$ cat src/inc/bid_pkg.sv
// Package of constants and carrier types for the board I/O decoder block.
package bid_pkg;

    // Decoded I/O windows; each is 1 KB, matched on address bits 15:10.
    localparam logic [5:0] BID_WIN_WDOG_KICK = 6'h10; // 4000-43FF
    localparam logic [5:0] BID_WIN_WDOG_ALT = 6'h18;  // 6000-63FF
    localparam logic [5:0] BID_WIN_RTC = 6'h20;       // 8000-83FF
    localparam logic [5:0] BID_WIN_PAR = 6'h34;       // D000-D3FF

    // Recommended software addresses, kept for reference.
    localparam logic [15:0] BID_PREF_KICK = 16'h4210;
    localparam logic [15:0] BID_PREF_AUTO = 16'h4211;
    localparam logic [15:0] BID_PREF_ALT = 16'h6210;
    localparam logic [15:0] BID_PREF_RTC = 16'h8210;
    localparam logic [15:0] BID_PREF_PAR = 16'hd210;

    // Parallel unit offsets, compared on the low four address bits.
    localparam logic [3:0] BID_OFS_DATA_FIRST = 4'h0;
    localparam logic [3:0] BID_OFS_DATA_SECOND = 4'h1;
    localparam logic [3:0] BID_OFS_DATA_THIRD = 4'h2;
    localparam logic [3:0] BID_OFS_FIRST_SET_OUT = 4'h3;
    localparam logic [3:0] BID_OFS_FIRST_SET_IN = 4'h4;
    localparam logic [3:0] BID_OFS_SECOND_SET_OUT = 4'h5;
    localparam logic [3:0] BID_OFS_SECOND_SET_IN = 4'h6;
    localparam logic [3:0] BID_OFS_THIRD_SET_OUT = 4'h7;
    localparam logic [3:0] BID_OFS_THIRD_SET_IN = 4'h8;

    // Reset values.
    localparam logic [7:0] BID_RST_DATA = 8'h00;
    localparam logic BID_RST_AUTO_WDOG = 1'b1;
    localparam logic [7:0] BID_RST_READ = 8'h00;

    // Number of parallel ports.
    localparam int BID_NPORTS = 3;

    // One host I/O request as sampled on a clock edge.
    typedef struct packed {
        logic [15:0] addr;
        logic [7:0] wdata;
        logic rd;
        logic wr;
    } bid_io_req_t;

    // Pins of one 8-bit parallel port.
    typedef struct packed {
        logic [7:0] o;
        logic [7:0] oe;
    } bid_port_drv_t;

endpackage

$ cat src/hw/bid_top.sv
// Board I/O address decoder with a three-port parallel I/O unit.
`timescale 1ns/1ps
`default_nettype none
// Overview of operation
// - Odd 4000-43FF access lights LED only; mode unchanged.
// - Auto watchdog on at boot; off latches.
// - Access 6000-63FF also kicks watchdog, LED on.
// - 8000-83FF accesses assert real-time clock select.
// - D000-D3FF accesses select the parallel unit.
// - Offsets 0-2 are port data registers.
// - Offsets 3/4 set port A out/in.
// - Offsets 5/6 set port B out/in.
// - Offsets 7/8 set port C out/in.
// - Unclaimed addresses stay unselected for expansion.
// - First expansion interrupt drives IRQ5.
// - Second expansion interrupt drives IRQ9.
// - Port drivers high impedance after reset.
module bid_top (
    input wire logic core_clk_in, // Host I/O bus clock.
    input wire logic sys_rst_in, // Board reset, active high.
    input wire bid_pkg::bid_io_req_t io_req_in, // Host I/O cycle.
    input wire logic auto_wdog_off_in, // Pulse: software turns auto off.
    input wire logic [1:0] exp_irq_in, // Expansion-bus interrupts.
    input wire logic [7:0] first_port_pin_in, // Port A pin levels.
    input wire logic [7:0] second_port_pin_in, // Port B pin levels.
    input wire logic [7:0] third_port_pin_in, // Port C pin levels.
    output logic [7:0] io_rdata_out, // Read data for the host.
    output logic io_claim_out, // This board answers the cycle.
    output logic watchdog_retrigger_input_out, // Kick pulse.
    output logic auto_wdog_out, // Automatic watchdog mode.
    output logic led_out, // Status LED on.
    output logic rtc_cs_out, // Real-time clock chip select.
    output logic irq5_out, // Host IRQ5.
    output logic irq9_out, // Host IRQ9.
    output logic [7:0] first_port_pin_out, // Port A drive value.
    output logic [7:0] first_port_pin_oe_out, // Port A enable.
    output logic [7:0] second_port_pin_out, // Port B drive value.
    output logic [7:0] second_port_pin_oe_out, // Port B enable.
    output logic [7:0] third_port_pin_out, // Port C drive value.
    output logic [7:0] third_port_pin_oe_out // Port C enable.
);
    import bid_pkg::*;

    // Timing in brief: a request is taken on the rising edge at which rd
    // or wr is high. Claim, kick, clock select and read data follow one
    // cycle later. Pin drive, pin enable, LED and mode follow two cycles
    // later, because each top-level output is copied from its own flop.
    // The host may issue requests back to back; every strobe is a fresh
    // one-cycle pulse per request and nothing is queued.

    ////////////////////////////////////////////////////////////////////////
    // Address decode.

    // Any access, read or write.
    wire logic acc = io_req_in.rd | io_req_in.wr;
    // Upper six address bits pick a 1 KB window.
    wire logic [5:0] win = io_req_in.addr[15:10];
    wire logic hit_kick = (win == BID_WIN_WDOG_KICK);
    wire logic hit_alt = (win == BID_WIN_WDOG_ALT);
    wire logic hit_rtc = (win == BID_WIN_RTC);
    wire logic hit_par = (win == BID_WIN_PAR);
    // Even access in the first window kicks the watchdog.
    wire logic kick_even = acc & hit_kick & ~io_req_in.addr[0];
    // Odd access only lights the LED; it neither kicks nor changes the mode.
    wire logic auto_sel = acc & hit_kick & io_req_in.addr[0];
    // Second watchdog window kicks on any address.
    wire logic kick_alt = acc & hit_alt;
    wire logic kick = kick_even | kick_alt;
    wire logic rtc_sel = acc & hit_rtc;
    wire logic par_sel = acc & hit_par;
    // Only these windows are claimed; all else is left to expansion.
    // Gaps between windows stay silent so stacked boards may answer.
    wire logic claim =
        acc & (hit_kick | hit_alt | hit_rtc | hit_par);
    // Offset within the parallel window, low bits only.
    wire logic [3:0] ofs = io_req_in.addr[3:0];
    wire logic par_wr = par_sel & io_req_in.wr;
    wire logic par_rd = par_sel & io_req_in.rd;

    ////////////////////////////////////////////////////////////////////////
    // Parallel ports, one generate pass per port.

    // Per-port data and direction state.
    logic [7:0] data_r [BID_NPORTS];
    logic [BID_NPORTS-1:0] dir_out_r;
    // Pin levels read back, indexed by port.
    wire logic [7:0] pin_lvl [BID_NPORTS];
    assign pin_lvl[0] = first_port_pin_in;
    assign pin_lvl[1] = second_port_pin_in;
    assign pin_lvl[2] = third_port_pin_in;

    genvar g;
    generate
        for (g = 0; g < BID_NPORTS; g++) begin : g_port
            // Offsets of this port's data and direction strobes.
            localparam logic [3:0] OFS_D = 4'(g);
            localparam logic [3:0] OFS_SO = 4'(3 + 2 * g);
            localparam logic [3:0] OFS_SI = 4'(4 + 2 * g);
            wire logic wr_d = par_wr & (ofs == OFS_D);
            // Written data is ignored on direction strobes.
            // Set-output strobe for this port.
            wire logic set_o =
                par_wr & (ofs == OFS_SO);
            // Set-input strobe for this port.
            wire logic set_i =
                par_wr & (ofs == OFS_SI);

            // Data latch holds the value driven when the port is output.
            always_ff @(posedge core_clk_in or posedge sys_rst_in) begin
                if (sys_rst_in) begin
                    data_r[g] <= BID_RST_DATA;
                end else if (wr_d) begin
                    data_r[g] <= io_req_in.wdata;
                end
            end

            // Direction flag; reset leaves the drivers off.
            always_ff @(posedge core_clk_in or posedge sys_rst_in) begin
                if (sys_rst_in) begin
                    dir_out_r[g] <= 1'b0;
                end else if (set_o) begin
                    dir_out_r[g] <= 1'b1;
                end else if (set_i) begin
                    dir_out_r[g] <= 1'b0;
                end
            end
        end
    endgenerate

    // Reads return what stands on the pins, not the data latch, so a port
    // set to input shows the outside level while one set to output shows
    // our own drive. Direction strobes are write-only and read as zero,
    // as do the unused offsets above the last strobe.
    // Read mux: data offsets return the pin levels; others read zero.
    wire logic [7:0] par_rdata =
        (ofs == BID_OFS_DATA_FIRST) ? pin_lvl[0] :
        (ofs == BID_OFS_DATA_SECOND) ? pin_lvl[1] :
        (ofs == BID_OFS_DATA_THIRD) ? pin_lvl[2] : BID_RST_READ;

    ////////////////////////////////////////////////////////////////////////
    // Watchdog mode, LED and decode outputs.

    // Auto mode is on from reset; once off it stays off until reset.
    logic auto_r;
    always_ff @(posedge core_clk_in or posedge sys_rst_in) begin
        if (sys_rst_in) begin
            auto_r <= BID_RST_AUTO_WDOG;
        end else if (auto_wdog_off_in) begin
            auto_r <= 1'b0;
        end
    end

    // LED latches on at any watchdog-window access.
    logic led_r;
    always_ff @(posedge core_clk_in or posedge sys_rst_in) begin
        if (sys_rst_in) begin
            led_r <= 1'b0;
        end else if (kick | auto_sel) begin
            led_r <= 1'b1;
        end
    end

    // All host-facing strobes are registered so the pins never glitch
    // while the address settles. The cost is one cycle of latency, which
    // the host sees as a fixed answer time. Interrupt lines pass through
    // one flop as well, purely to keep every output on a flop.
    // Registered strobes and read data, one cycle after the request.
    always_ff @(posedge core_clk_in or posedge sys_rst_in) begin
        if (sys_rst_in) begin
            watchdog_retrigger_input_out <= 1'b0;
            rtc_cs_out <= 1'b0;
            io_claim_out <= 1'b0;
            io_rdata_out <= BID_RST_READ;
            irq5_out <= 1'b0;
            irq9_out <= 1'b0;
        end else begin
            watchdog_retrigger_input_out <= kick;
            rtc_cs_out <= rtc_sel;
            io_claim_out <= claim;
            io_rdata_out <= par_rd ? par_rdata : BID_RST_READ;
            irq5_out <= exp_irq_in[0];
            irq9_out <= exp_irq_in[1];
        end
    end

    // Mode, LED and pin outputs copied out of their own flip-flops.
    always_ff @(posedge core_clk_in or posedge sys_rst_in) begin
        if (sys_rst_in) begin
            auto_wdog_out <= BID_RST_AUTO_WDOG;
            led_out <= 1'b0;
            first_port_pin_out <= BID_RST_DATA;
            second_port_pin_out <= BID_RST_DATA;
            third_port_pin_out <= BID_RST_DATA;
            first_port_pin_oe_out <= 8'h00;
            second_port_pin_oe_out <= 8'h00;
            third_port_pin_oe_out <= 8'h00;
        end else begin
            auto_wdog_out <= auto_r;
            led_out <= led_r;
            first_port_pin_out <= data_r[0];
            second_port_pin_out <= data_r[1];
            third_port_pin_out <= data_r[2];
            first_port_pin_oe_out <= {8{dir_out_r[0]}};
            second_port_pin_oe_out <= {8{dir_out_r[1]}};
            third_port_pin_oe_out <= {8{dir_out_r[2]}};
        end
    end

    ////////////////////////////////////////////////////////////////////////
    // Checks. Those tied to a request watch what this block drives one or two cycles
    // later; the high-offset check watches internal flops one cycle later.

    // An even access in the first window gives a kick pulse.
    chk_kick_pulse: assert property (@(posedge core_clk_in)
        disable iff (sys_rst_in) kick_even |=> watchdog_retrigger_input_out)
        else $error("Even watchdog access did not kick.");

    // No kick pulse appears without a kicking access.
    chk_kick_only: assert property (@(posedge core_clk_in)
        disable iff (sys_rst_in) !kick |=> !watchdog_retrigger_input_out)
        else $error("Kick pulse without an access.");

    // Once lit, the LED stays lit until reset.
    chk_led_stays: assert property (@(posedge core_clk_in)
        disable iff (sys_rst_in) led_out |=> led_out)
        else $error("LED went dark without reset.");

    // An odd access lights the LED but gives no kick.
    chk_odd_no_kick: assert property (@(posedge core_clk_in)
        disable iff (sys_rst_in)
        auto_sel && !kick |=> !watchdog_retrigger_input_out ##1 led_out)
        else $error("Odd access kicked or left LED off.");

    // The odd access lights the LED two cycles later.
    chk_odd_led_on: assert property (@(posedge core_clk_in)
        disable iff (sys_rst_in) auto_sel |=> ##1 led_out)
        else $error("Odd access left LED off.");

    // Automatic mode, once off, never returns before reset.
    chk_auto_latch: assert property (@(posedge core_clk_in)
        disable iff (sys_rst_in) !auto_r |=> !auto_r)
        else $error("Automatic watchdog came back on.");

    // Any access in the second window kicks.
    chk_alt_kick: assert property (@(posedge core_clk_in)
        disable iff (sys_rst_in) kick_alt |=> watchdog_retrigger_input_out)
        else $error("Second window did not kick.");

    // The second window lights the LED as well.
    chk_alt_led: assert property (@(posedge core_clk_in)
        disable iff (sys_rst_in) kick_alt |=> ##1 led_out)
        else $error("Second window left LED off.");

    // Clock window gives its select and a claim.
    chk_rtc_select: assert property (@(posedge core_clk_in)
        disable iff (sys_rst_in) rtc_sel |=> rtc_cs_out && io_claim_out)
        else $error("Clock select missing.");

    // Parallel window is claimed.
    chk_par_claim: assert property (@(posedge core_clk_in)
        disable iff (sys_rst_in) par_sel |=> io_claim_out)
        else $error("Parallel window not claimed.");

    // Port A turns to output on its set-output strobe.
    chk_par_dir: assert property (@(posedge core_clk_in)
        disable iff (sys_rst_in)
        par_wr && ofs == BID_OFS_FIRST_SET_OUT
        |=> ##1 first_port_pin_oe_out == 8'hff)
        else $error("Port A did not turn to output.");

    // Port A turns to input on its set-input strobe.
    chk_first_dir_in: assert property (@(posedge core_clk_in)
        disable iff (sys_rst_in)
        par_wr && ofs == BID_OFS_FIRST_SET_IN
        |=> ##1 first_port_pin_oe_out == 8'h00)
        else $error("Port A did not turn to input.");

    // Port B turns to output on its set-output strobe.
    chk_second_dir_out: assert property (@(posedge core_clk_in)
        disable iff (sys_rst_in)
        par_wr && ofs == BID_OFS_SECOND_SET_OUT
        |=> ##1 second_port_pin_oe_out == 8'hff)
        else $error("Port B did not turn to output.");

    // Port B turns to input on its set-input strobe.
    chk_second_dir_in: assert property (@(posedge core_clk_in)
        disable iff (sys_rst_in)
        par_wr && ofs == BID_OFS_SECOND_SET_IN
        |=> ##1 second_port_pin_oe_out == 8'h00)
        else $error("Port B did not turn to input.");

    // Port C turns to output on its set-output strobe.
    chk_third_dir_out: assert property (@(posedge core_clk_in)
        disable iff (sys_rst_in)
        par_wr && ofs == BID_OFS_THIRD_SET_OUT
        |=> ##1 third_port_pin_oe_out == 8'hff)
        else $error("Port C did not turn to output.");

    // Port C turns to input on its set-input strobe.
    chk_third_dir_in: assert property (@(posedge core_clk_in)
        disable iff (sys_rst_in)
        par_wr && ofs == BID_OFS_THIRD_SET_IN
        |=> ##1 third_port_pin_oe_out == 8'h00)
        else $error("Port C did not turn to input.");

    // Port B drives what was written to its data offset.
    chk_par_data: assert property (@(posedge core_clk_in)
        disable iff (sys_rst_in)
        par_wr && ofs == BID_OFS_DATA_SECOND
        |=> ##1 second_port_pin_out == $past(io_req_in.wdata, 2))
        else $error("Port B data not driven.");

    // Port A drives what was written to its data offset.
    chk_first_data: assert property (@(posedge core_clk_in)
        disable iff (sys_rst_in)
        par_wr && ofs == BID_OFS_DATA_FIRST
        |=> ##1 first_port_pin_out == $past(io_req_in.wdata, 2))
        else $error("Port A data not driven.");

    // Read data is zero for anything but a parallel read.
    chk_rd_idle_zero: assert property (@(posedge core_clk_in)
        disable iff (sys_rst_in) !par_rd |=> io_rdata_out == BID_RST_READ)
        else $error("Read data without a parallel read.");

    // Unclaimed addresses stay unselected.
    chk_unclaimed: assert property (@(posedge core_clk_in)
        disable iff (sys_rst_in)
        acc && !(hit_kick || hit_alt || hit_rtc || hit_par) |=> !io_claim_out)
        else $error("Unclaimed address was selected.");

    // Both interrupt lines follow their inputs one cycle late.
    chk_irq_route: assert property (@(posedge core_clk_in)
        disable iff (sys_rst_in)
        ##1 (irq5_out == $past(exp_irq_in[0]))
        && (irq9_out == $past(exp_irq_in[1])))
        else $error("Interrupt routing wrong.");

    // The second line on its own.
    chk_irq9_route: assert property (@(posedge core_clk_in)
        disable iff (sys_rst_in) 1'b1 |=> irq9_out == $past(exp_irq_in[1]))
        else $error("Second interrupt routing wrong.");

    // While reset is held, no port drives its pins.
    chk_reset_drv_off: assert property (@(posedge core_clk_in)
        sys_rst_in && $past(sys_rst_in) |-> first_port_pin_oe_out == 8'h00
        && second_port_pin_oe_out == 8'h00 && third_port_pin_oe_out == 8'h00)
        else $error("Port drivers enabled in reset.");

    // Writes to offsets above the last strobe leave all directions and port A data unchanged.
    chk_ignore_high: assert property (@(posedge core_clk_in)
        disable iff (sys_rst_in)
        par_wr && ofs > BID_OFS_THIRD_SET_IN
        |=> dir_out_r == $past(dir_out_r) && data_r[0] == $past(data_r[0]))
        else $error("High offset write changed a port.");

endmodule
`default_nettype wire

$ cat config.mk
export PLATFORM = sky130hd
export DESIGN_NAME = bid_top
export DESIGN_NICKNAME = d
export VERILOG_FILES = /design/src/inc/bid_pkg.sv /design/src/hw/bid_top.sv
export SDC_FILE = /design/constraint.sdc
export NUM_CORES = 1
export LEC_CHECK = 0
export ABC_CLOCK_PERIOD_IN_PS = 3250
export BUFFER_PORTS_ARGS = -buffer_cell sky130_fd_sc_hd__buf_2
export CORE_MARGIN = 2
export CORE_UTILIZATION = 49
export CTS_BUF_LIST = sky130_fd_sc_hd__clkbuf_4 sky130_fd_sc_hd__clkbuf_8
export CTS_CLUSTER_SIZE = 8
export DETAILED_ROUTE_END_ITERATION = 8
export HOLD_SLACK_MARGIN = 0.05
export PLACE_DENSITY = 0.84
export SLEW_MARGIN = 20
export SYNTH_ARGS = -nofsm -noshare
export SYNTH_HDL_FRONTEND = slang
export SYNTH_SLANG_ARGS = --single-unit
$ cat constraint.sdc
create_clock -name core_clk_in -period 3.25 [get_ports core_clk_in]
set_clock_uncertainty 0.05 [all_clocks]
set_input_delay 0.65 -clock core_clk_in [delete_from_list [all_inputs] [get_ports core_clk_in]]
set_output_delay 0.65 -clock core_clk_in [all_outputs]
set_load 0.01 [all_outputs]
==> qor.txt <==
Sequential-to-total area share from yosys stat: 64.4%
Drt drc: 0
Fillers: 433
Buffer depth of the longest clock path: 2
Post-synth EDFFs: 0
Initial antenna violation count: 0
Post-CTS Resized: 0
Met2 WL: 2720 µm
Hold WS: 0.317 ns
Reg2reg end: dir_out_r[0]
Actual slew at the worst max-slew pin: 0.841 ns
Sink Count: 71
# IOs: 118
Syn Area/Cell: 13.6 µm²
Hold_buf cts: 0
Metal3 WL: 364 µm
Most frequent cells in the layout: buf_2, dfrtp_1, mux2_2, inv_1, clkbuf_8
H-tree Lvls: 3
Antenna Nets Post-Route: 0
Hold Crit Depth: 0
Cells after synthesis: 203
Total track usage: 18.0%
Ys flop type: dfrtp_1
Synth cell types: 33
CP required: 3.42 ns
Worst path max stage delay: 0.66 ns
Root Driver: clkbuf_8
Rows: 27
Worst r2r src: dir_out_r[0]
WL final: 5350 µm
Effective utilization at floorplan: 50.5%
Largest net degree at the start of global routing: 72
Port Buffer Count: 111
Diode count: 0
VDD IR max: 410 µV
Leak pwr: 1.97 nW
Die width: 79.1 µm
Leading cell type in the layout, fill and taps excluded: buf_2
Yosys reg bits: 71
Power density cells: 501 nW/µm²
Worst slew margin: 43.9%
Vias: 1,809
Tcrit/Tclk final: 62.6%
CTS tree: done
# setup viols final: 0
Post-detail-place hpwl: 3740 µm
Global placer's final weighted congestion: 0.828
Total die area: 6250 µm²
R2R cell count: 3
Count of pins over their slew limit: 0
CP Class: primary input to register
CP Max Fanout: 10
Final #Nets: 353
Vias per Instance: 4.82
RSZ-0062 raised after global routing: false
DIE HEIGHT: 79.1 µm
Layout cells sized above 1: 53.5%
GRT overflow: 0
Max Cap Viol: 0
Drt pass-1 iters: 4
Startpoint types: primary input
Num CTS Buffers: 9
Top Layer Used: met4
Max Clk Rate: 0.491 GHz
WHS Endpoint: auto_wdog_out
Outcome: finished clean
Worst Hold Class: register to register
Synth-to-Final Area Change: 24.4%
Setup bufs post-CTS: 0
Clock Latency Late Sink: 0.33 ns
Slowest-stage cell, CP: nor4b_4
First-pass GRT wire length: 8420 µm
Initial DRC count: 64
Post-layout min period: 2.04 ns
Worst-path clk slew: 0.07 ns
Vias in the first global route: 1,751
Yosys warns: 0
Crit-path cells: buf_2 -> nor4b_4 -> nand3_2 -> mux2_2
CP Data Arrival Time: 2.20 ns
Setup TNS: 0 ns
Mapped cell area: 2760 µm²
Flop2flop setup slack: 2.32 ns
Post-Syn Nets: 258
Asr flop ratio synth: 100%
Final Hold Vio Count: 0
Core Area: 5470 µm²
CP endpoint kind: register
WL met1: 2200 µm
Routed WL per cell: 14.3 µm
Origin of the worst min-delay path: auto_r
Final Power: 1.72 mW
[registers in the layout (all words and copies together) (netlist names), 3 cells and up]
register	cells
data_r	24
io_rdata_out	8
dir_out_r	3
third_port_pin_out	8
second_port_pin_out	8
first_port_pin_out	8
[cells in the mapped netlist, types with 2 or more instances]
library cell,number,area (µm²)
inv_1,19,71.3
a221o_1,9,90.1
a41oi_1,2,17.5
nor4b_1,2,17.5
dfstp_2,2,52.6
nand2_1,9,33.8
buf_4,21,158
clkbuf_1,5,18.8
nor3_1,4,20.0
nor2b_1,7,43.8
buf_1,2,7.51
a21oi_1,8,40.0
mux2_2,23,259
nor3b_1,2,15.0
dfrtp_1,69,1730
nor2_1,2,7.51
[kinds of logic after synthesis]
| logic type | after synthesis | share of synthesized area (%) |
|---|---|---|
| multiplexers | 24 | 9.78 |
| buffers and inverters | 47 | 9.24 |
| AO/OA/AOI/OAI | 23 | 6.34 |
| AND/OR/NAND/NOR | 38 | 10.2 |
| flip-flops | 71 | 64.4 |
[power by group]
| part | internal, mW | leakage (nW) | total, mW | switching, mW |
|---|---|---|---|---|
| registers | 0.899 | 0.961 | 0.904 | 0.00518 |
| logic | 0.0475 | 0.911 | 0.114 | 0.0662 |
| clock network | 0.378 | 0.0989 | 0.704 | 0.326 |
| total | 1.32 | 1.97 | 1.72 | 0.398 |
[how the worst max path moves through the flow]
stage / startpoint / endpoint / slack (ns) / cells after the start
6_report: io_req_in[21] / data_r[13] / 1.21 / 4
3_5_place_dp: io_req_in[21] / data_r[15] / 0.85 / 4
2_1_floorplan: sys_rst_in / data_r[0] / 0.76 / 1
5_1_grt: io_req_in[21] / io_rdata_out[1] / 1.10 / 4
4_1_cts: io_req_in[21] / data_r[13] / 1.22 / 4
3_3_place_gp: io_req_in[21] / data_r[9] / 0.88 / 4
[worst max-delay path, delay by kind of cell]
family	cells	cell delay, ns
mux	1	0.38
simple gates	2	1.05
buf+inv	1	0.12
[layer usage]
layer	up-vias	GRT usage (%)
met2	70	30.8
met1	872	20.8
met5	-	0
li1	861	-
met4	0	6.55
met3	6	6.59
[stage by stage]
step                      setup slack [ns]  instance area (µm²)  instances  util [%]
after floorplan                      0.757                 2760        203         -
after global placement               0.880                 3230        359      59.1
after detailed placement             0.846                 3230        359      59.1
after CTS                             1.22                 3440        375      62.8
after global routing                  1.10                 3440        375      62.8
final                                 1.21                 3440        375      62.8
[final cells by class]
class                      count  area (µm²)  area share (%)
clock buffer                  10         138            4.00
clock inverter                 6        67.6            1.97
inverter                      19        71.3            2.07
multi-input combinational     85         728            21.2
sequential                    71        1780            51.8
tap                           72        90.1            2.62
timing repair buffer         112         563            16.4
(Power assumes the default switching activity.)
